## src/bhm_defines.svh

```systemverilog
// timing and width constants for the byte hardware multiplier
`ifndef BHM_DEFINES_SVH
`define BHM_DEFINES_SVH
`define BHM_OPERAND_W   8
`define BHM_PRODUCT_W   16
`define BHM_RESET_BYTE  8'h00
`define BHM_STATUS_W    5
`define BHM_STATUS_RST  5'h00
`define BHM_MUL_CYCLES  1
`endif

```

## src/bhm_pkg.sv

```systemverilog
// types shared by the byte hardware multiplier files
`include "bhm_defines.svh"
package bhm_pkg;
   typedef struct packed {
      logic [`BHM_OPERAND_W-1:0] high;
      logic [`BHM_OPERAND_W-1:0] low;
   } bhm_product_t;
   typedef struct packed {
      bhm_product_t              product;
      logic [`BHM_STATUS_W-1:0] status;
      logic                      done;
   } bhm_state_t;
endpackage : bhm_pkg

```

## src/bhm_array_mult.sv

```systemverilog
// unsigned shift-and-add array multiplier, purely combinational
`timescale 1ns/1ps
`include "bhm_defines.svh"
module bhm_array_mult import bhm_pkg::*; #(
   parameter int WIDTH = `BHM_OPERAND_W
) (
   // operands
   input  wire logic [WIDTH-1:0]   op_a,
   input  wire logic [WIDTH-1:0]   op_b,
   // full product
   output logic      [2*WIDTH-1:0] product
);
   logic [2*WIDTH-1:0] partial [WIDTH+1];

   assign partial[0] = '0;
   // one partial product per bit of op_b, no sign extension anywhere
   genvar gi;
   for (gi = 0; gi < WIDTH; gi++) begin : g_row
      logic [2*WIDTH-1:0] term;
      assign term = op_b[gi] ? ({{WIDTH{1'b0}}, op_a} << gi) : '0;
      assign partial[gi+1] = partial[gi] + term;
   end
   assign product = partial[WIDTH];
endmodule : bhm_array_mult

```

## src/bhm_multiplier.sv

```systemverilog
// byte hardware multiplier: product register pair behind the ALU
//
// How it works
// - both bytes are unsigned; full product, no sign logic in hardware
// - upper product byte goes to high register, lower to low register
// - a multiply never changes any status flag
// - product is registered at the end of the one multiply cycle
// - one operand is the working register, the other the instr operand
`timescale 1ns/1ps
`include "bhm_defines.svh"
module bhm_multiplier import bhm_pkg::*; #(
   parameter int WIDTH = `BHM_OPERAND_W
) (
   // clock and reset
   input  wire logic                     clk_sys,
   input  wire logic                     rst_n,
   // multiply issue from the instruction decoder
   input  wire logic                     multiply_by_working_instr,
   input  wire logic [WIDTH-1:0]         working_register,
   input  wire logic [WIDTH-1:0]         instr_operand,
   // explicit writes to the product registers
   input  wire logic                     wr_high_en,
   input  wire logic                     wr_low_en,
   input  wire logic [WIDTH-1:0]         wr_data,
   // status flags computed by the rest of the alu
   input  wire logic                     status_wr_en,
   input  wire logic [`BHM_STATUS_W-1:0] status_in,
   // results
   output logic      [WIDTH-1:0]         product_high_byte,
   output logic      [WIDTH-1:0]         product_low_byte,
   output logic      [`BHM_STATUS_W-1:0] status_flags,
   output logic                          mul_done
);
   bhm_state_t       st_reg;
   bhm_state_t       st_next;
   logic [2*WIDTH-1:0] raw_product;

   // operands taken straight from the working register and the instruction
   bhm_array_mult #(.WIDTH(WIDTH)) u_mult (
      .op_a    (working_register),
      .op_b    (instr_operand),
      .product (raw_product)
   );

   // next state: multiply beats an explicit write in the same cycle,
   // since the decoder only issues one instruction per cycle anyway
   always_comb begin
      st_next      = st_reg;
      st_next.done = 1'b0;
      if (multiply_by_working_instr) begin
         st_next.product.high = raw_product[2*WIDTH-1:WIDTH];
         st_next.product.low  = raw_product[WIDTH-1:0];
         st_next.done         = 1'b1;
      end else begin
         if (wr_high_en) begin
            st_next.product.high = wr_data;
         end
         if (wr_low_en) begin
            st_next.product.low = wr_data;
         end
      end
      // flags are only touched by non-multiply instructions
      if (status_wr_en && !multiply_by_working_instr) begin
         st_next.status = status_in;
      end
   end

   // single state register, all outputs come from it
   always_ff @(posedge clk_sys or negedge rst_n) begin
      if (!rst_n) begin
         st_reg.product.high <= `BHM_RESET_BYTE;
         st_reg.product.low  <= `BHM_RESET_BYTE;
         st_reg.status       <= `BHM_STATUS_RST;
         st_reg.done         <= 1'b0;
      end else begin
         st_reg <= st_next;
      end
   end

   assign product_high_byte = st_reg.product.high;
   assign product_low_byte  = st_reg.product.low;
   assign status_flags      = st_reg.status;
   assign mul_done          = st_reg.done;

   // product of the operands appears one edge after the issue
   a_mul_result: assert property (@(posedge clk_sys) disable iff (!rst_n)
      multiply_by_working_instr |=> {product_high_byte, product_low_byte}
         == $past(working_register) * $past(instr_operand))
      else $error("product does not match unsigned operands");

   a_high_byte: assert property (@(posedge clk_sys) disable iff (!rst_n)
      multiply_by_working_instr |=> product_high_byte
         == 8'(({8'h00, $past(working_register)} *
                {8'h00, $past(instr_operand)}) >> 8))
      else $error("high product byte wrong");

   a_flags_kept: assert property (@(posedge clk_sys) disable iff (!rst_n)
      multiply_by_working_instr |=> $stable(status_flags))
      else $error("multiply changed status flags");

   a_done_once: assert property (@(posedge clk_sys) disable iff (!rst_n)
      multiply_by_working_instr |=> mul_done)
      else $error("multiply did not finish in one cycle");

   a_done_cause: assert property (@(posedge clk_sys) disable iff (!rst_n)
      mul_done |-> $past(multiply_by_working_instr))
      else $error("done without multiply");

   a_working_register_operand: assert property (@(posedge clk_sys) disable iff (!rst_n)
      (multiply_by_working_instr && instr_operand == 8'h01)
         |=> product_low_byte == $past(working_register)
             && product_high_byte == 8'h00)
      else $error("working register not used as operand");

   a_prod_hold: assert property (@(posedge clk_sys) disable iff (!rst_n)
      (!multiply_by_working_instr && !wr_high_en && !wr_low_en)
         |=> $stable({product_high_byte, product_low_byte}))
      else $error("product changed without cause");

   a_prod_write: assert property (@(posedge clk_sys) disable iff (!rst_n)
      (!multiply_by_working_instr && wr_low_en)
         |=> product_low_byte == $past(wr_data))
      else $error("explicit low write lost");

   // low byte alone carries the product modulo 256
   a_low_byte: assert property (@(posedge clk_sys) disable iff (!rst_n)
      multiply_by_working_instr |=> product_low_byte
         == 8'($past(working_register) * $past(instr_operand)))
      else $error("low product byte wrong");

   // a zero working register must give a zero product
   a_zero_operand: assert property (@(posedge clk_sys) disable iff (!rst_n)
      (multiply_by_working_instr && working_register == 8'h00)
         |=> {product_high_byte, product_low_byte} == 16'h0000)
      else $error("zero operand gave nonzero product");

   // both bytes all ones: a signed reading would give one, not FE01
   a_max_operand: assert property (@(posedge clk_sys) disable iff (!rst_n)
      (multiply_by_working_instr && working_register == 8'hFF
         && instr_operand == 8'hFF)
         |=> {product_high_byte, product_low_byte} == 16'hFE01)
      else $error("all-ones operands not treated as unsigned");

   // other alu instructions still load the flags
   a_status_load: assert property (@(posedge clk_sys) disable iff (!rst_n)
      (status_wr_en && !multiply_by_working_instr)
         |=> status_flags == $past(status_in))
      else $error("status load lost");

   // flags never move without a load request
   a_status_hold: assert property (@(posedge clk_sys) disable iff (!rst_n)
      !status_wr_en |=> $stable(status_flags))
      else $error("status flags changed without load");

   // in the cycle the product is shown, the flags are those of before
   a_done_status: assert property (@(posedge clk_sys) disable iff (!rst_n)
      mul_done |-> $stable(status_flags))
      else $error("flags moved with the product");

   // done is a single pulse; no issue means no done next cycle
   a_done_clear: assert property (@(posedge clk_sys) disable iff (!rst_n)
      !multiply_by_working_instr |=> !mul_done)
      else $error("done stood without a multiply");

   // the second operand comes from the instruction, not the register
   a_operand_swap: assert property (@(posedge clk_sys) disable iff (!rst_n)
      (multiply_by_working_instr && working_register == 8'h01)
         |=> product_low_byte == $past(instr_operand)
             && product_high_byte == 8'h00)
      else $error("instruction operand not used");

   // explicit high write lands when no multiply competes
   a_high_write: assert property (@(posedge clk_sys) disable iff (!rst_n)
      (!multiply_by_working_instr && wr_high_en)
         |=> product_high_byte == $past(wr_data))
      else $error("explicit high write lost");

   // a multiply in the same cycle overrides any explicit write,
   // so software never sees a half-written product pair
   a_mul_priority: assert property (@(posedge clk_sys) disable iff (!rst_n)
      (multiply_by_working_instr && (wr_high_en || wr_low_en))
         |=> {product_high_byte, product_low_byte}
             == $past(working_register) * $past(instr_operand))
      else $error("write beat a multiply");

   // a write to one byte leaves the other byte alone
   a_low_kept: assert property (@(posedge clk_sys) disable iff (!rst_n)
      (!multiply_by_working_instr && wr_high_en && !wr_low_en)
         |=> $stable(product_low_byte))
      else $error("high write disturbed low byte");

   a_high_kept: assert property (@(posedge clk_sys) disable iff (!rst_n)
      (!multiply_by_working_instr && wr_low_en && !wr_high_en)
         |=> $stable(product_high_byte))
      else $error("low write disturbed high byte");

   // both enables together load the same byte into each half
   a_both_write: assert property (@(posedge clk_sys) disable iff (!rst_n)
      (!multiply_by_working_instr && wr_high_en && wr_low_en)
         |=> product_high_byte == $past(wr_data)
             && product_low_byte == $past(wr_data))
      else $error("paired write lost");

   // low byte holds whenever nothing addresses it
   a_low_hold: assert property (@(posedge clk_sys) disable iff (!rst_n)
      (!multiply_by_working_instr && !wr_low_en)
         |=> $stable(product_low_byte))
      else $error("low byte drifted");

   // while reset is held the pair reads as zero; no stale product
   // survives a reset into the first instruction after it
   a_reset_clear: assert property (@(posedge clk_sys)
      !rst_n |-> {product_high_byte, product_low_byte} == 16'h0000
         && !mul_done)
      else $error("product not cleared in reset");
endmodule : bhm_multiplier

```

## config.mk

```make
export PLATFORM = sky130hd
export DESIGN_NAME = bhm_multiplier
export DESIGN_NICKNAME = d
export VERILOG_FILES = /design/src/bhm_pkg.sv /design/src/bhm_array_mult.sv /design/src/bhm_multiplier.sv
export VERILOG_INCLUDE_DIRS = /design/src /design/src/src
export SDC_FILE = /design/constraint.sdc
export NUM_CORES = 1
export LEC_CHECK = 0
export BUFFER_PORTS_ARGS = -buffer_cell sky130_fd_sc_hd__buf_4
export CAP_MARGIN = 5
export CORE_MARGIN = 4
export CORE_UTILIZATION = 60
export CTS_BUF_LIST = sky130_fd_sc_hd__clkbuf_8
export CTS_CLUSTER_SIZE = 12
export DETAILED_ROUTE_END_ITERATION = 8
export PLACE_DENSITY_LB_ADDON = 0.15
export SLEW_MARGIN = 20
export SYNTH_ARGS = -nofsm -noshare
export SYNTH_HDL_FRONTEND = slang
export SYNTH_SLANG_ARGS = --single-unit
```

## constraint.sdc

```tcl
create_clock -name clk_sys -period 2.5 [get_ports clk_sys]
set_input_delay 0.5 -clock clk_sys [delete_from_list [all_inputs] [get_ports clk_sys]]
set_output_delay 0.5 -clock clk_sys [all_outputs]
set_load 0.05 [all_outputs]
```

==> flow_summary.toml, run 1 <==
[outcome]
status = "complete, but fails checks"
violations = "negative setup slack"

[logic_synthesis]
ys_ff_latch = 22
synthCells = 298
yosysTopAreaCellShare = 0.260
yosys-top-cells-area = "fa_1 26%, dfrtp_1 19%, ha_1 13%"
synth.net_count = 402
ys_seq_area_frac = 0.188
ys_top_cells_by_count = "46 x and2_1, 38 x fa_1, 36 x inv_1, 31 x ha_1, 29 x nand2_1"
yosys_warnings = 0
async_flop_share = 1.00
yosys.area.top_type = "fa_1"
avgSynthCellArea_sq_um = 9.81
ys.flop_type = "dfrtp_1"
yosysMostFrequentCell = "and2_1"
syn_area_sq_um = 2920
synth_edf_count = 0
synth_cell_types = 42

[floorplan]
dieArea_sq_um = 6050
initial_utilization = 0.619
die_h_um = 77.8
core-area_sq_um = 4720
die_w_um = 77.8
rows = 25
io_pins = 57

[power_and_ir_drop]
p_leak_uw = 0.00205
p_clk_frac = 0.091
finalPower_uw = 3690
p_sw_frac = 0.458
p_sw_uw = 1690
power_frac_comb = 0.768
power_density_nw_per_um2 = 905
power_frac_seq = 0.141
p_int_uw = 2000
ir_drop_mv = 0.509

[layout]
diodes = 0
stdcell_count = 462
layout-drive-gt1-share = 0.395
fin_nets = 500
area.growth.synth_to_final_pct = 39.5
utilization = 0.863

[job]
drv_cap = 0

[clock_network]
clk_latency_ns = 0.27
ctsHoldBuffers = 0
clk_root_buffer_cell = "clkbuf_8"
clock-sinks = 22
cts_tree = "built"
htreeDepth = 1
numCtsBuffers = 3
clkTransAtPathRegs_ns = 0.08
clockBufferDepth = 2

[drt]
totalWireLength_mm = 7.56
vias = 2540
dr.first_iter.drc_count = 148
drc = 0
viasPerCell = 5.50
wire_per_inst_um = 16.4
first_pass_iters = 4
ant_nets = 0

[sta]
setup_slack_ns = -1.44
min_period_over_period = 1.57
hold_viol_final = 0
whs_ns = 0.105
setup_violations = 12
max_freq_mhz = 254
period_minus_slack_ns = 3.94
rsz0062_at_grt = "yes"
relSlewSlack = 0.722
maxSlewViolCount = 0
finClkSkew_ns = 0
setup-tns-final_ns = -12.83
worst_pin_slew_ns = 0.416

[placed_design]
dp_cells = 454
post-dp-hpwl_mm = 5.78
port_buffers = 56
gp_congestion = 0.857

[setup_path]
path_common_cell = "fa_1"
end_kind = "register"
worstPathMaxFanout = 6
cp_cell_sequence = "buf_8 > buf_12 > and2_4 > fa_1 > fa_2 > fa_1 > fa_1 > ha_4 > a21o_1 > a31o_4 > a2111oi_4 > nor3b_1"
critPathLaunchType = "input pin"
critPathSlowestCell = "fa_1"
crit_type = "in2reg"
cp_top_family = "adder cells"
max_stage_delay_ns = 0.57
cp.buffers_inverters = 2
required_ns = 2.64
worstPathArrival_ns = 4.08

[global_routing]
overflow = 0
grt_antenna_before_repair = 0
grt_max_degree = 37
grt_pass1_vias = 2807
globalRouteTotalUtil = 0.269
grt_pass1_wl_mm = 13.0

[min_path]
hold_class = "in2async"
-- kinds of logic after synthesis --
logic type / synth area share
and+or+nand+nor: 0.184
adders and majority gates: 0.393
buffers and inverters: 0.0604
AOI/OAI and AO/OA: 0.0946
DFF: 0.188
muxes: 0.0651
xor gates and xnor gates: 0.0150
-- power by group through the flow --
| stage | clock network, uW | logic [uW] | registers [uW] |
|---|---|---|---|
| 2_1_floorplan | 0 | 1280 | 889 |
| 3_3_place_gp | 0 | 2350 | 522 |
| 3_5_place_dp | 0 | 2430 | 526 |
| 4_1_cts | 337 | 2710 | 520 |
| 5_1_grt | 358 | 3080 | 533 |
| 6_report | 335 | 2830 | 521 |
-- stage by stage --
| stage | setup WS (ns) | area, sq um |
|---|---|---|
| floorplan | -1.63 | 3020 |
| global placement | -1.75 | 3800 |
| detailed placement | -1.84 | 3800 |
| CTS | -1.39 | 4010 |
| global route | -1.53 | 4080 |
| finish | -1.44 | 4080 |
-- routing by layer --
metal	GRT usage	wire length, um
met1	0.331	2930
met2	0.497	4120
met3	0.0394	348
met4	0.0534	167
met5	0	0
-- sequential cells by signal, indices dropped and copies added (netlist names) --
signal,cells
product_high_byte,8
status_flags,5
product_low_byte,8
mul_done,1
-- layout by cell type (no fill, tap or decap), drive strengths merged, types with 5 or more instances in the layout --
| master | n |
|---|---|
| ha | 31 |
| nand3 | 6 |
| and2 | 46 |
| dfrtp | 22 |
| a21oi | 9 |
| mux2 | 8 |
| fa | 38 |
| buf | 101 |
| mux2i | 10 |
| a21o | 5 |
| nand2 | 29 |
| inv | 36 |
| o21ai | 10 |
-- worst reg2reg max path, cell delays in order (launching register included) --
cell	delay, ns
dfrtp_1	0.40
mux2_2	0.26
o21ai_0	0.20
nor3b_1	0.08
-- timing repair --
action,CTS,global route
setup buffers,1,3
pin swaps,41,17
endpoints found under the setup margin,12,12
cloned,0,0
gates resized for setup,30,8
-- worst paths after layout --
| check | startpoint | endpoint | slack (ns) | cells after the start |
|---|---|---|---|---|
| max in group asynchronous | rst_n | status_flags[3] | 2.17 | 1 |
| max | working_register[4] | product_high_byte[3] | -1.44 | 12 |
| min | rst_n | product_low_byte[6] | 0.11 | 1 |
| min reg2reg | status_flags[1] | status_flags[1] | 0.51 | 1 |
| max reg2reg | product_high_byte[3] | product_high_byte[3] | 1.43 | 3 |
| min in group clk_sys | status_in[1] | status_flags[1] | 0.46 | 2 |
-- cell type report --
cell class	count	area, sq um
Clock buffer	3	41.3
Clock inverter	1	30.0
Fill cell	263	647
Inverter	36	135
Multi-Input combinational cell	232	2400
Sequential cell	22	551
Tap cell	67	83.8
Timing Repair Buffer	101	836
Power figures use the tool's default switching activity.
==> run 2: changes to the inputs <==
--- a/config.mk
+++ b/config.mk
@@ -14,6 +14,7 @@
 export CTS_CLUSTER_SIZE = 12
 export DETAILED_ROUTE_END_ITERATION = 8
 export PLACE_DENSITY_LB_ADDON = 0.15
+export SKIP_LAST_GASP = 1
 export SLEW_MARGIN = 20
 export SYNTH_ARGS = -nofsm -noshare
 export SYNTH_HDL_FRONTEND = slang
==> run 2 against run 1 <==
- the run still ends with negative setup slack left
- utilization stayed put
- power hardly changed
- clock-buffer cell count stayed put
- routed wire length hardly changed
- largest power group unchanged
- highest routed layer unchanged
==> flow_summary.toml, run 2 (synthesis results as in run 1) <==
[outcome]
status = "complete, but fails checks"
violations = "negative setup slack"

[drt]
first_pass_iters = 4
dr.first_iter.drc_count = 148
viasPerCell = 5.52
wire_per_inst_um = 16.4
ant_nets = 0
vias = 2549
drc = 0
totalWireLength_mm = 7.56

[floorplan]
die_h_um = 77.8
dieArea_sq_um = 6050
rows = 25
io_pins = 57
initial_utilization = 0.619
core-area_sq_um = 4720
die_w_um = 77.8

[placed_design]
post-dp-hpwl_mm = 5.78
pre_cts_slack_ns = -1.84
gp_congestion = 0.857
port_buffers = 56

[sta]
relSlewSlack = 0.722
max_freq_mhz = 254
worst_pin_slew_ns = 0.416
min_period_over_period = 1.57
whs_ns = 0.105
rsz0062_at_grt = "yes"
period_minus_slack_ns = 3.94
maxSlewViolCount = 0
finClkSkew_ns = 0
setup_slack_ns = -1.44
setup_violations = 12
hold_viol_final = 0

[power_and_ir_drop]
power_frac_comb = 0.768
p_clk_frac = 0.091
power_density_nw_per_um2 = 905
p_sw_frac = 0.458
power_frac_seq = 0.141
p_int_uw = 2000
p_leak_uw = 0.00205
p_sw_uw = 1690
ir_drop_mv = 0.509

[layout]
multi_input_area_sq_um = 2400
layout-drive-gt1-share = 0.395
diodes = 0
final_cell_mix = "86 x buf_4, 33 x and2_1, 33 x fa_1"
area.growth.synth_to_final_pct = 39.5
seq_area_sq_um = 551
fillers = 263
mostFrequentLayoutCell = "buf_4"
fin_nets = 500

[setup_path]
required_ns = 2.64
crit_path_end = "product_high_byte[3]"
worstPathMaxFanout = 6
end_kind = "register"
worstPathArrival_ns = 4.08
reg2reg_to = "product_high_byte[3]"
timing.rr.start = "product_high_byte[3]"
worstRegToRegCells = 3
crit_type = "in2reg"
critPathLaunchType = "input pin"
setup.worst_path.start = "working_register[4]"
ff2ff_setup_slack_ns = 1.44

[global_routing]
grt_pass1_wl_mm = 13.0
grt_pass1_vias = 2807
globalRouteTotalUtil = 0.269
overflow = 0
grt_antenna_before_repair = 0
grt_max_degree = 37

[clock_network]
clk_root_buffer_cell = "clkbuf_8"
htreeDepth = 1
clockBufferDepth = 2
cts_tree = "built"
clock-sinks = 22
numCtsBuffers = 3
clkTransAtPathRegs_ns = 0.08
clk_latency_ns = 0.27

[job]
drv_cap = 0

[min_path]
hold_class = "in2async"
[run 2: layout make-up]
class                           instances  share of cell area
Clock buffer                            3              0.0101
Clock inverter                          1             0.00737
Inverter                               36              0.0331
Multi-Input combinational cell        232               0.589
Sequential cell                        22               0.135
Tap cell                               67              0.0206
Timing Repair Buffer                  101               0.205
[run 2: power groups by stage]
| stage | combinational [uW] | clock [uW] | sequential [uW] |
|---|---|---|---|
| 2_1_floorplan | 1280 | 0 | 889 |
| 6_report | 2830 | 335 | 521 |
| 4_1_cts | 2710 | 337 | 520 |
| 5_1_grt | 3080 | 358 | 533 |
| 3_5_place_dp | 2430 | 0 | 526 |
| 3_3_place_gp | 2350 | 0 | 522 |
[run 2: critical path, cell delays in order]
cell	delay [ns]
buf_8	0.10
buf_12	0.12
and2_4	0.15
fa_1	0.56
fa_2	0.46
fa_1	0.57
fa_1	0.45
ha_4	0.27
a21o_1	0.22
a31o_4	0.24
a2111oi_4	0.32
nor3b_1	0.10
[run 2: how the worst min path moves through the flow]
stage	endpoint	cells after the start	slack [ns]	startpoint
after floorplan	mul_done	0	0.20	rst_n
after global placement	product_low_byte[6]	1	0.40	rst_n
after detailed placement	product_low_byte[6]	1	0.41	rst_n
after CTS	product_low_byte[6]	1	0.11	rst_n
after global routing	product_low_byte[6]	1	0.12	rst_n
final	product_low_byte[6]	1	0.11	rst_n
[run 2: per-stage QoR]
stage | cells | utilization | power (uW) | area [sq um] | setup TNS [ns]
after CTS | 459 | 0.849 | 3570 | 4010 | -12.75
after global placement | 454 | 0.805 | 2880 | 3800 | -16.33
after global routing | 462 | 0.863 | 3970 | 4080 | -13.99
after detailed placement | 454 | 0.805 | 2960 | 3800 | -16.94
after floorplan | 298 | - | 2170 | 3020 | -13.04
final | 462 | 0.863 | 3690 | 4080 | -12.84
[run 2: timing repair]
| item | in CTS | in global routing |
|---|---|---|
| setup buffers | 1 | 3 |
| pin swaps | 41 | 16 |
| setup endpoints to repair | 12 | 12 |
| hold buffers | 0 | 0 |
| gates resized for setup | 30 | 8 |
| gates cloned | 0 | 0 |
[run 2: per-layer routing]
| layer | global-route usage | part of all wire |
|---|---|---|
| met1 | 0.331 | 0.38 |
| met2 | 0.497 | 0.54 |
| met3 | 0.0394 | 0.049 |
| met4 | 0.0534 | 0.022 |
| met5 | 0 | 0 |
